===== src/qsca_pkg.sv =====
// How it works
// [RULE1] Four channels with separate logic, straps and output pulses.
// [RULE2] Integral mode: every lower crossing yields a window-hit pulse.
// [RULE3] Normal mode: hit only if upper never crossed during the pulse.
// [RULE4] Window mode: hit only if upper comparator at lower plus width stays quiet.
// [RULE5] Mode from two straps: integral, normal, or window when first strap is set.
// [RULE6] Window-hit pulse fires as the pulse falls back below lower level.
// [RULE7] User must set upper level above lower level in normal mode.
// [RULE8] Lower-crossing pulse fires on the leading edge crossing the lower level.
// [RULE9] Upper-crossing pulse fires on the leading edge crossing the upper level.
// [RULE10] Lower and upper crossing outputs work in every mode.
// [RULE11] All three outputs are positive pulses 500 ns wide.
// [RULE12] Second pulse resolved 200 ns plus one pulse width after the first.
// [RULE13] Integral mode ignores the upper level for the hit decision.
// [RULE14] Per-channel strap picks panel or rear bias as lower threshold source.
// [RULE15] Thresholds 20 mV to 9.99 V; window width 2 mV to 0.999 V.
// [RULE16] Channel button steps meter over channels 1 to 4, red indicator shows it.
// [RULE17] Level button toggles lower or upper reading, yellow indicator shows it.
// [RULE18] Meter display flashes when the value is above its range.
// [RULE19] Reader divides the meter value by 10 in window mode.
// [RULE20] Crossings synchronised; widths and dead time counted in clock cycles.
// [RULE21] Lower crossings during dead time are ignored and give no outputs.
package qsca_pkg;

    // Clock and timing
    localparam int CLK_PERIOD_NS = 10;
    localparam int PULSE_WIDTH_NS = 500;
    localparam int RESOLVE_NS = 200;
    localparam int FLASH_HALF_MS = 250;
    localparam int PULSE_CYC = (PULSE_WIDTH_NS + CLK_PERIOD_NS - 1) / CLK_PERIOD_NS;
    localparam int DEAD_CYC = (RESOLVE_NS + PULSE_WIDTH_NS + CLK_PERIOD_NS - 1) / CLK_PERIOD_NS;
    localparam int FLASH_HALF_CYC = FLASH_HALF_MS * 1000000 / CLK_PERIOD_NS;

    // Channel count and meter range, meter codes in 10 mV steps
    localparam int NUM_CHAN = 4;
    localparam int METER_W = 12;
    localparam logic [11:0] METER_MIN_CODE = 12'h002;
    localparam logic [11:0] METER_MAX_CODE = 12'h3E7;

    // Register offsets (byte addresses)
    localparam logic [3:0] ADDR_CFG = 4'h0;
    localparam logic [3:0] ADDR_STATUS = 4'h4;

    // Configuration register layout and reset
    localparam int STRAP_BITS = 3;
    localparam logic [11:0] CFG_RESET = 12'h000;

    // Status register layout
    localparam int ST_CHAN_LSB = 0;
    localparam int ST_UPPER_BIT = 2;
    localparam int ST_OVER_BIT = 3;
    localparam int ST_MODE_LSB = 4;

    typedef enum logic [1:0] {
        MODE_INTEGRAL,
        MODE_NORMAL,
        MODE_WINDOW
    } qsca_mode_t;

    typedef enum logic [1:0] {
        CH_IDLE,
        CH_ABOVE,
        CH_DEAD
    } qsca_chan_state_t;

    // Strap group of one channel, low bit is mode_strap_a
    typedef struct packed {
        logic low_threshold_source_strap;
        logic mode_strap_b;
        logic mode_strap_a;
    } qsca_strap_t;

    // Strap decode, shared by channel logic and status read
    function automatic qsca_mode_t decode_mode(input qsca_strap_t s);
        qsca_mode_t m;
        if (s.mode_strap_a) begin
            m = MODE_WINDOW;
        end else if (s.mode_strap_b) begin
            m = MODE_NORMAL;
        end else begin
            m = MODE_INTEGRAL;
        end
        return m;
    endfunction

endpackage


===== src/qsca_sync.sv =====
`timescale 1ns/10ps
`default_nettype none
module qsca_sync #(
    parameter int W = 8
) (
    input wire logic clk_in,
    input wire logic rst_n_in,
    input wire logic ce_in,
    input wire logic [W-1:0] d_in,
    output logic [W-1:0] q_out
);
    typedef struct packed {
        logic [W-1:0] meta;
        logic [W-1:0] stable;
    } sync_state_t;

    sync_state_t s;
    sync_state_t next_s;

    // First stage feeds only the second stage
    always_comb begin
        next_s = s;
        next_s.meta = d_in;
        next_s.stable = s.meta;
    end

    always_ff @(posedge clk_in or negedge rst_n_in) begin
        if (!rst_n_in) begin
            s <= '0;
        end else if (ce_in) begin
            s <= next_s;
        end
    end

    assign q_out = s.stable;
endmodule
`default_nettype wire


===== src/qsca_pulse.sv =====
`timescale 1ns/10ps
`default_nettype none
module qsca_pulse #(
    parameter int N = 12,
    parameter int WIDTH = qsca_pkg::PULSE_CYC
) (
    input wire logic clk_in,
    input wire logic rst_n_in,
    input wire logic ce_in,
    input wire logic [N-1:0] fire_in,
    output logic [N-1:0] pulse_out
);
    localparam int CW = $clog2(WIDTH + 1);
    localparam logic [CW-1:0] LAST = CW'(WIDTH - 1);

    typedef struct packed {
        logic [N-1:0] active;
        logic [N-1:0][CW-1:0] cnt;
    } pulse_state_t;

    pulse_state_t s;
    pulse_state_t next_s;

    // Fixed-width one-shots; a fire during a running pulse is dropped
    always_comb begin
        next_s = s;
        for (int i = 0; i < N; i++) begin
            if (!s.active[i]) begin
                if (fire_in[i]) begin
                    next_s.active[i] = 1'b1;
                    next_s.cnt[i] = LAST;
                end
            end else if (s.cnt[i] == '0) begin
                next_s.active[i] = 1'b0;
            end else begin
                next_s.cnt[i] = s.cnt[i] - 1'b1;
            end
        end
    end

    always_ff @(posedge clk_in or negedge rst_n_in) begin
        if (!rst_n_in) begin
            s <= '0;
        end else if (ce_in) begin
            s <= next_s;
        end
    end

    assign pulse_out = s.active;
endmodule
`default_nettype wire


===== src/qsca_top.sv =====
// Our own choices: the address map and register access over Avalon-MM.
`timescale 1ns/10ps
`default_nettype none
module qsca_top #(
    parameter int NC = qsca_pkg::NUM_CHAN,
    parameter int DEAD = qsca_pkg::DEAD_CYC,
    parameter int FLASH_HALF = qsca_pkg::FLASH_HALF_CYC
) (
    input wire logic clk_in,
    input wire logic rst_n_in,
    input wire logic ce_in,
    // Comparator levels from the analog front end
    input wire logic [NC-1:0] lower_discriminator_in,
    input wire logic [NC-1:0] upper_discriminator_in,
    // Logic pulse outputs
    output logic [NC-1:0] window_hit_output_out,
    output logic [NC-1:0] lower_crossing_output_out,
    output logic [NC-1:0] upper_crossing_output_out,
    // Analog steering from straps
    output logic [NC-1:0] rear_low_bias_select_out,
    output logic [NC-1:0] window_ref_select_out,
    // Voltmeter panel
    input wire logic chan_button_in,
    input wire logic level_button_in,
    input wire logic [qsca_pkg::METER_W-1:0] meter_code_in,
    output logic [1:0] meter_chan_out,
    output logic meter_upper_out,
    output logic [NC-1:0] chan_led_out,
    output logic level_led_out,
    output logic display_blank_out,
    // Avalon-MM slave
    input wire logic [3:0] avs_address_in,
    input wire logic avs_read_in,
    input wire logic avs_write_in,
    input wire logic [31:0] avs_writedata_in,
    input wire logic [3:0] avs_byteenable_in,
    output logic [31:0] avs_readdata_out,
    output logic avs_waitrequest_out
);
    localparam int DW = $clog2(DEAD + 1);
    localparam int FW = $clog2(FLASH_HALF + 1);
    localparam logic [DW-1:0] DEAD_LOAD = DW'(DEAD - 1);
    localparam logic [FW-1:0] FLASH_LOAD = FW'(FLASH_HALF - 1);
    localparam int STRAPW = NC * qsca_pkg::STRAP_BITS;

    typedef struct packed {
        logic [NC-1:0] lo_prev;
        logic [NC-1:0] up_prev;
        qsca_pkg::qsca_chan_state_t [NC-1:0] st;
        logic [NC-1:0] up_seen;
        logic [NC-1:0][DW-1:0] dead;
        qsca_pkg::qsca_strap_t [NC-1:0] straps;
        logic [1:0] mchan;
        logic mupper;
        logic chan_btn_prev;
        logic level_btn_prev;
        logic [FW-1:0] flash_cnt;
        logic blank;
        logic ack;
        logic [31:0] rdata;
    } top_state_t;

    top_state_t s;
    top_state_t next_s;

    logic [NC-1:0] lo_sync;
    logic [NC-1:0] up_sync;
    logic [NC-1:0] fire_lo;
    logic [NC-1:0] fire_up;
    logic [NC-1:0] fire_hit;
    logic [3*NC-1:0] pulses;
    logic req;
    logic over;

    // [RULE20] synchronised comparator levels
    qsca_sync #(
        .W(2 * NC)
    ) u_sync (
        .clk_in(clk_in),
        .rst_n_in(rst_n_in),
        .ce_in(ce_in),
        .d_in({upper_discriminator_in, lower_discriminator_in}),
        .q_out({up_sync, lo_sync})
    );

    // [RULE11] fixed-width one-shots
    qsca_pulse #(
        .N(3 * NC),
        .WIDTH(qsca_pkg::PULSE_CYC)
    ) u_pulse (
        .clk_in(clk_in),
        .rst_n_in(rst_n_in),
        .ce_in(ce_in),
        .fire_in({fire_hit, fire_up, fire_lo}),
        .pulse_out(pulses)
    );

    assign lower_crossing_output_out = pulses[NC-1:0];
    assign upper_crossing_output_out = pulses[2*NC-1:NC];
    assign window_hit_output_out = pulses[3*NC-1:2*NC];

    // Bus request and meter overrange
    assign req = avs_read_in | avs_write_in;
    // [RULE15] codes above 9.99 V full scale
    assign over = meter_code_in > qsca_pkg::METER_MAX_CODE;
    assign avs_waitrequest_out = req & ~(s.ack & ce_in);

    // Per-channel analysis, fires derived from current state
    always_comb begin
        fire_lo = '0;
        fire_up = '0;
        fire_hit = '0;
        // [RULE1] channels evaluated independently
        for (int i = 0; i < NC; i++) begin
            case (s.st[i])
                qsca_pkg::CH_IDLE: begin
                    // [RULE8] [RULE10] leading-edge lower crossing
                    fire_lo[i] = lo_sync[i] & ~s.lo_prev[i];
                end
                qsca_pkg::CH_ABOVE: begin
                    // [RULE9] [RULE10] leading-edge upper crossing, any mode
                    fire_up[i] = up_sync[i] & ~s.up_prev[i] & ~s.up_seen[i];
                    // [RULE6] hit launched as pulse falls below lower level
                    if (!lo_sync[i]) begin
                        case (qsca_pkg::decode_mode(s.straps[i]))
                            qsca_pkg::MODE_INTEGRAL: begin
                                // [RULE2] [RULE13] upper level ignored
                                fire_hit[i] = 1'b1;
                            end
                            qsca_pkg::MODE_NORMAL: begin
                                // [RULE3] no upper crossing allowed
                                fire_hit[i] = ~s.up_seen[i] & ~up_sync[i];
                            end
                            default: begin
                                // [RULE4] upper comparator sits at lower plus width
                                fire_hit[i] = ~s.up_seen[i] & ~up_sync[i];
                            end
                        endcase
                    end
                end
                default: begin
                    // [RULE21] crossings in dead time give nothing
                    fire_lo[i] = 1'b0;
                end
            endcase
        end
    end

    // Next-state logic for channels, panel and bus
    always_comb begin
        next_s = s;
        next_s.lo_prev = lo_sync;
        next_s.up_prev = up_sync;
        next_s.ack = 1'b0;

        for (int i = 0; i < NC; i++) begin
            case (s.st[i])
                qsca_pkg::CH_IDLE: begin
                    if (fire_lo[i]) begin
                        next_s.st[i] = qsca_pkg::CH_ABOVE;
                        next_s.up_seen[i] = 1'b0;
                    end
                end
                qsca_pkg::CH_ABOVE: begin
                    // Remember any upper crossing during this pulse
                    if (up_sync[i]) begin
                        next_s.up_seen[i] = 1'b1;
                    end
                    // [RULE12] dead time of resolve plus pulse width
                    if (!lo_sync[i]) begin
                        next_s.st[i] = qsca_pkg::CH_DEAD;
                        next_s.dead[i] = DEAD_LOAD;
                    end
                end
                default: begin
                    // [RULE21] hold off new crossings until count ends
                    if (s.dead[i] == '0) begin
                        next_s.st[i] = qsca_pkg::CH_IDLE;
                    end else begin
                        next_s.dead[i] = s.dead[i] - 1'b1;
                    end
                end
            endcase
        end

        // [RULE16] step meter channel on button press
        next_s.chan_btn_prev = chan_button_in;
        if (chan_button_in && !s.chan_btn_prev) begin
            next_s.mchan = s.mchan + 2'h1;
        end
        // [RULE17] toggle lower or upper reading
        next_s.level_btn_prev = level_button_in;
        if (level_button_in && !s.level_btn_prev) begin
            next_s.mupper = ~s.mupper;
        end

        // [RULE18] blink while over range, steady otherwise
        if (!over) begin
            next_s.blank = 1'b0;
            next_s.flash_cnt = FLASH_LOAD;
        end else if (s.flash_cnt == '0) begin
            next_s.blank = ~s.blank;
            next_s.flash_cnt = FLASH_LOAD;
        end else begin
            next_s.flash_cnt = s.flash_cnt - 1'b1;
        end

        // One wait cycle, then answer; write lands on the released edge
        if (req && !s.ack) begin
            next_s.ack = 1'b1;
            next_s.rdata = '0;
            if (avs_address_in == qsca_pkg::ADDR_CFG) begin
                next_s.rdata[STRAPW-1:0] = s.straps;
            end else if (avs_address_in == qsca_pkg::ADDR_STATUS) begin
                next_s.rdata = status_word(s, over);
            end
        end
        // [RULE5] [RULE14] straps written by software
        if (avs_write_in && s.ack && avs_address_in == qsca_pkg::ADDR_CFG) begin
            if (avs_byteenable_in[0]) begin
                next_s.straps = straps_lane(s.straps, avs_writedata_in, 0);
            end
            if (avs_byteenable_in[1]) begin
                next_s.straps = straps_lane(next_s.straps, avs_writedata_in, 1);
            end
        end
    end

    // Merge one byte lane of write data into the strap field
    function automatic logic [STRAPW-1:0] straps_lane(input logic [STRAPW-1:0] old,
                                                      input logic [31:0] wd,
                                                      input int lane);
        logic [STRAPW-1:0] r;
        r = old;
        for (int b = 0; b < STRAPW; b++) begin
            if (b / 8 == lane) begin
                r[b] = wd[b];
            end
        end
        return r;
    endfunction

    // Status word assembly
    function automatic logic [31:0] status_word(input top_state_t t, input logic ov);
        logic [31:0] w;
        w = '0;
        w[qsca_pkg::ST_CHAN_LSB +: 2] = t.mchan;
        w[qsca_pkg::ST_UPPER_BIT] = t.mupper;
        w[qsca_pkg::ST_OVER_BIT] = ov;
        for (int i = 0; i < NC; i++) begin
            w[qsca_pkg::ST_MODE_LSB + 2 * i +: 2] = qsca_pkg::decode_mode(t.straps[i]);
        end
        return w;
    endfunction

    always_ff @(posedge clk_in or negedge rst_n_in) begin
        if (!rst_n_in) begin
            s <= '0;
            s.straps <= qsca_pkg::CFG_RESET;
        end else if (ce_in) begin
            s <= next_s;
        end
    end

    // Analog steering straight from straps
    always_comb begin
        for (int i = 0; i < NC; i++) begin
            // [RULE14] rear bias replaces panel setting
            rear_low_bias_select_out[i] = s.straps[i].low_threshold_source_strap;
            // [RULE4] upper comparator referenced to lower level
            window_ref_select_out[i] =
                qsca_pkg::decode_mode(s.straps[i]) == qsca_pkg::MODE_WINDOW;
        end
    end

    // Panel indicators
    always_comb begin
        chan_led_out = '0;
        chan_led_out[s.mchan] = 1'b1;
    end
    assign meter_chan_out = s.mchan;
    assign meter_upper_out = s.mupper;
    assign level_led_out = s.mupper;
    assign display_blank_out = s.blank;
    assign avs_readdata_out = s.rdata;
endmodule
`default_nettype wire


===== config.mk =====
export PLATFORM = sky130hd
export DESIGN_NAME = qsca_top
export DESIGN_NICKNAME = d
export VERILOG_FILES = /design/src/qsca_pkg.sv /design/src/qsca_sync.sv /design/src/qsca_pulse.sv /design/src/qsca_top.sv
export SDC_FILE = /design/constraint.sdc
export NUM_CORES = 1
export LEC_CHECK = 0
export BUFFER_PORTS_ARGS = -buffer_cell sky130_fd_sc_hd__buf_2
export CELL_PAD_IN_SITES_DETAIL_PLACEMENT = 0
export CELL_PAD_IN_SITES_GLOBAL_PLACEMENT = 1
export CORE_ASPECT_RATIO = 0.8
export CORE_MARGIN = 10
export CORE_UTILIZATION = 31
export CTS_CLUSTER_DIAMETER = 200
export DETAILED_ROUTE_END_ITERATION = 8
export GPL_TIMING_DRIVEN = 1
export PLACE_DENSITY_LB_ADDON = 0.1
export SLEW_MARGIN = 20
export SYNTH_ARGS = -nofsm -noshare
export SYNTH_HDL_FRONTEND = slang
export SYNTH_HIERARCHICAL = 1
export SYNTH_SLANG_ARGS = --single-unit

===== constraint.sdc =====
create_clock -name clk_in -period 1.91 [get_ports clk_in]
set_clock_uncertainty 0.1 [all_clocks]
set_input_delay 0.382 -clock clk_in [delete_from_list [all_inputs] [get_ports clk_in]]
set_output_delay 0.382 -clock clk_in [all_outputs]
set_load 0.01 [all_outputs]

## Word-level counts from Yosys, hierarchy flattened

Cells that the tools add are included.
W data, S select, Z words.

| cells by class | value |
|---|---|
| bitwise logic cells | 42 |
| reduce and logical (&&, ||, !) cells | 85 |
| mux-type cells | 159 |
| magnitude comparators | 3 |
| add/sub/neg operators | 18 |
| equal/unequal tests | 38 |

Operators by type and width:

| kind | number |
|---|---|
| $mux W6 | 36 |
| $logic_not A6 Y1 | 12 |
| $sub A6 B1 Y6 const B | 12 |
| $mux W1 | 70 |
| $mux W7 | 8 |
| $pmux W7 S2 | 4 |
| $mux W2 | 24 |
| $reduce_and A4 Y1 | 12 |
| $ne A2 B2 Y1 const B | 20 |
| $reduce_and A3 Y1 | 13 |
| $mux W12 | 3 |
| $mux W33 | 1 |
| $reduce_bool A2 Y1 | 16 |
| $logic_not A7 Y1 | 4 |
| $sub A7 B1 Y7 const B | 4 |
| $mux W26 | 1 |
| $logic_not A25 Y1 | 1 |
| $mux W25 | 1 |
| $sub A25 B1 Y25 const B | 1 |
| $not A1 Y1 | 23 |
| $mux W20 | 1 |
| $and A1 B1 Y1 | 18 |
| $ne A2 B1 Y1 const B | 9 |
| $logic_not A2 Y1 | 8 |
| other kinds (17) | 43 |

| storage, ports and cells | value |
|---|---|
| output and inout bits | 62 |
| input bits | 67 |
| logic and storage cells | 394 |
| register bits after elaboration | 224 |

## Depth between registers and ports, before layout

| logic depth | value |
|---|---|
| word-level depth | 10 |
| mapped depth | 8 |
| mapped depth without buffers | 6 |

## Cells and area by module

Netlist, hierarchy kept.

By module, submodules not included:

| module | seq. area each (um^2) | cells an instance | area each (um^2) | times used |
|---|---|---|---|---|
| qsca_top | 2602.5 | 594 | 5738.0 | 1 |
| qsca_pulse | 2102.0 | 539 | 5083.6 | 1 |
| qsca_sync | 400.4 | 34 | 649.4 | 1 |

## Worst setup path after synthesis

OpenSTA, ideal clock, no wires.

| timing path | value |
|---|---|
| kind | register to register |
| from | reg s[34] (netlist name) |
| to | reg s (netlist bit display_blank_out) |
| clock period less this slack | 2.040 ns |
| setup time | 0.078 ns |
| stages on the path, launching flop included | 8 |
| buffers on the path | 1 |
| setup slack | -0.130 ns |
| data required time | 1.732 ns |
| data arrival time | 1.862 ns |
| cells stage by stage | dfrtp_1 inv_1 ha_1 nor4bb_1 buf_2 nand4_1 or4_1 o2bb2ai_1 |

RTL lines:

| what | line | text |
|---|---|---|
| to (signal assigned) | qsca_top.sv:261 | `s <= next_s;` |
| to (decl) | qsca_top.sv:63 | `top_state_t s;` |

==> run metrics <==
die width 235.1 um; cell area after synthesis 0.01147 mm2; Max-slew headroom 0.6671; Setup-failing EPs final 25; count of input and output buffers 83; violations in the final reports negative setup slack; Std-Cell Core Area 0.03623 mm2; main area contributors after synthesis dfrtp_1 (45%), o21ai_0 (4.1%), ha_1 (4.0%), buf_4 (3.4%), mux2_2 (2.8%); startpoint of the most critical register-to-register path s[47]; start point of the worst hold path avs_writedata_in[3]; effective utilization at floorplan 0.3166; clock latency of the later-clocked register in the worst-skew pair 0.53 ns; FF/Latch Area 0.005111 mm2; commonest cells in the netlist dfrtp_1 (204), o21ai_0 (94), nand2_1 (79); Syn-to-layout area delta 28.34%; via count 9340; register area share after synthesis 0.4450; library cells used by synthesis 82; root cell of the clock tree clkbuf_16; area leader, netlist dfrtp_1; worst path setup slack after routing -0.2209 ns; library cell with the highest instance count after synthesis dfrtp_1; Total Die Area 0.04515 mm2; arrival time of the worst setup path 2.48 ns; router iterations before antenna repair 4; core utilization of the finished layout 0.4064; required time of the worst setup path 2.26 ns; number of warning messages in the yosys log 6; post-synth top area share 0.4450; Seq cells post-synth 204; IR drop worst, VDD 583.4 uV; die height 192.1 um; antenna cells 0; worst flop-to-flop path endpoint s[55]; Finished Layout Cells 1888; setup repair after global routing missed its margin yes; GRT Residual Overflow 0; number of design-rule violations left by the first detailed-router iteration 528; average vias per placed instance 4.947; ratio of cells with drive above 1 in the final layout 0.3011; proportion of register bits with asynchronous set or reset after synthesis 1.000; portion of the clock cycle consumed by the worst path in the final layout 1.116; maximum clock frequency 469.3 MHz; Slew Limit Fails 0; area occupied by multi-input gates 0.005799 mm2; power per standard cell area 1320 mW/mm2; main flop type after synthesis dfrtp_1; cell count of the worst reg-to-reg path 7; Filler Cell Count 3591; transition time at the pin with the least slew margin 0.4948 ns; number of synthesized flops with an enable pin 0; worst min-delay path class primary input to register; Synth Instances 1167; register-to-register path setup slack -0.22 ns; remaining antenna violation count after routing 0; via count of the first global-routing pass 9316; count of nets after finishing 1494; maximum number of buffers from clock root to sink 3; Max H-tree Level 1; Critical Path Source Type register; count of endpoints failing hold in the final timing report 0; Final Critical Period 2.131 ns; Max-cap violations 0; Final Routed Wirelength 29960 um; Placed Cells 1805; Boundary Pins 129; maximum net fanout on the critical path 5; number of antenna violations at the first check in global routing 0; Hold Crit Depth 2; post-DP HPWL 21170 um; worst-case hold path end point s[67]; GP Congestion 0.7654; Global Route Usage Sum 0.1309; endpoint type of the worst setup path register; leakage power figure 0.006499 uW; total number of placement rows 62; Critical Setup Path Class register to register; run status finished with violations; mean post-synth cell area 9.829 um2; Total Power 19440 uW; Clock Sinks 204; clock buffers created by TritonCTS 25; count of unresolved DRC violations after routing 0; wire length of the first global-routing pass 49910 um; CTS tree done; Worst-path clk slew 0.06 ns; largest net degree at the start of global routing 45; WL per Instance 15.87 um
[through the flow]
step	setup TNS [ns]	hold WS [ns]	worst slack [ns]	instance area (um2)
6_report	-3.267	0.03599	-0.2209	14720
2_1_floorplan	-1.053	-0.01359	-0.1064	11560
3_3_place_gp	-4.018	0.2031	-0.2215	13280
5_1_grt	-5.897	0.007245	-0.2759	14720
3_5_place_dp	-4.695	0.2051	-0.2400	13280
4_1_cts	-2.163	0.0005059	-0.1399	14460
[layout make-up]
| class | count | share of cell area |
|---|---|---|
| Inverter | 66 | 0.01683 |
| Clock inverter | 10 | 0.003570 |
| Sequential cell | 204 | 0.3472 |
| Multi-Input combinational cell | 809 | 0.3939 |
| Clock buffer | 35 | 0.04980 |
| Tap cell | 480 | 0.04080 |
| Timing Repair Buffer | 284 | 0.1479 |
[cells by family (layout without fill, tap and decap cells)]
kind of cell | Yosys count | count (layout) | share of synthesized area
AOI/OAI and AO/OA | 288 | 288 | 0.1681
muxes | 67 | 67 | 0.06599
adders and majority gates | 37 | 37 | 0.04036
and+or+nand+nor | 381 | 382 | 0.1913
DFF | 204 | 204 | 0.4450
buffers and inverters | 174 | 395 | 0.07744
xor gates and xnor gates | 15 | 15 | 0.01145
other | 1 | 20 | 0.0003269
[flip-flops by register name (all words and copies together), names as in the netlist]
register	cells
rear_low_bias_select_out	4
avs_readdata_out	12
u_pulse/pulse_out	12
meter_chan_out	2
u_pulse/s	72
s	84
display_blank_out	1
u_sync/next_s	8
u_sync/q_out	8
level_led_out	1
[layer usage]
metal / vias up / GRT usage / share of wire
li1: 4641 / - / -
met1: 4552 / 0.1801 / 0.50
met2: 116 / 0.2092 / 0.44
met3: 31 / 0.02599 / 0.036
met4: 0 / 0.02700 / 0.018
met5: - / 0 / 0
[report_power, final]
part | internal [uW] | switching (uW)
Combinational | 3930 | 3740
Clock | 2660 | 1900
Sequential | 5740 | 1470
Total | 12300 | 7110
[cells in the final DEF, fill, tap and decap left out, types with 15 or more instances in the layout]
master	instances
nand2_1	76
nand2b_1	16
mux2i_1	28
o21ai_0	86
inv_1	63
or4_1	16
conb_1	20
o31ai_1	18
nand3_1	28
nor2b_1	26
buf_4	166
nor4_1	16
nor2_1	47
ha_1	36
or3_1	19
nor3b_1	20
mux2_2	29
dlygate4sd3_1	21
a21oi_1	44
clkbuf_16	27
o2bb2ai_1	15
dfrtp_1	199
buf_2	81
[worst max-delay path by stage]
stage,from,end,depth (start not counted)
after floorplan,s[34],s[56],8
after global placement,s[34],s[56],8
after detailed placement,s[34],s[56],8
after CTS,s[34],display_blank_out,8
after global routing,s[47],s[55],7
final,s[47],s[55],7
[critical path, stage by stage (launching register included)]
cell,delay [ns]
dfrtp_1,0.41
nor4_2,0.30
buf_4,0.17
nand4b_4,0.14
buf_12,0.17
o41a_1,0.49
clkbuf_16,0.22
nand3_1,0.06
[timing repair]
| action | in CTS | in global routing |
|---|---|---|
| endpoints found under the hold margin | 160 | 0 |
| setup endpoints to repair | 45 | 73 |
| cloned | 2 | 2 |
| pin swaps | 13 | 14 |
| gates resized for setup | 24 | 47 |
| buffers inserted | 6 | 8 |
| hold buffers | 21 | 0 |
Note: power is estimated with default switching activity, not from simulation.
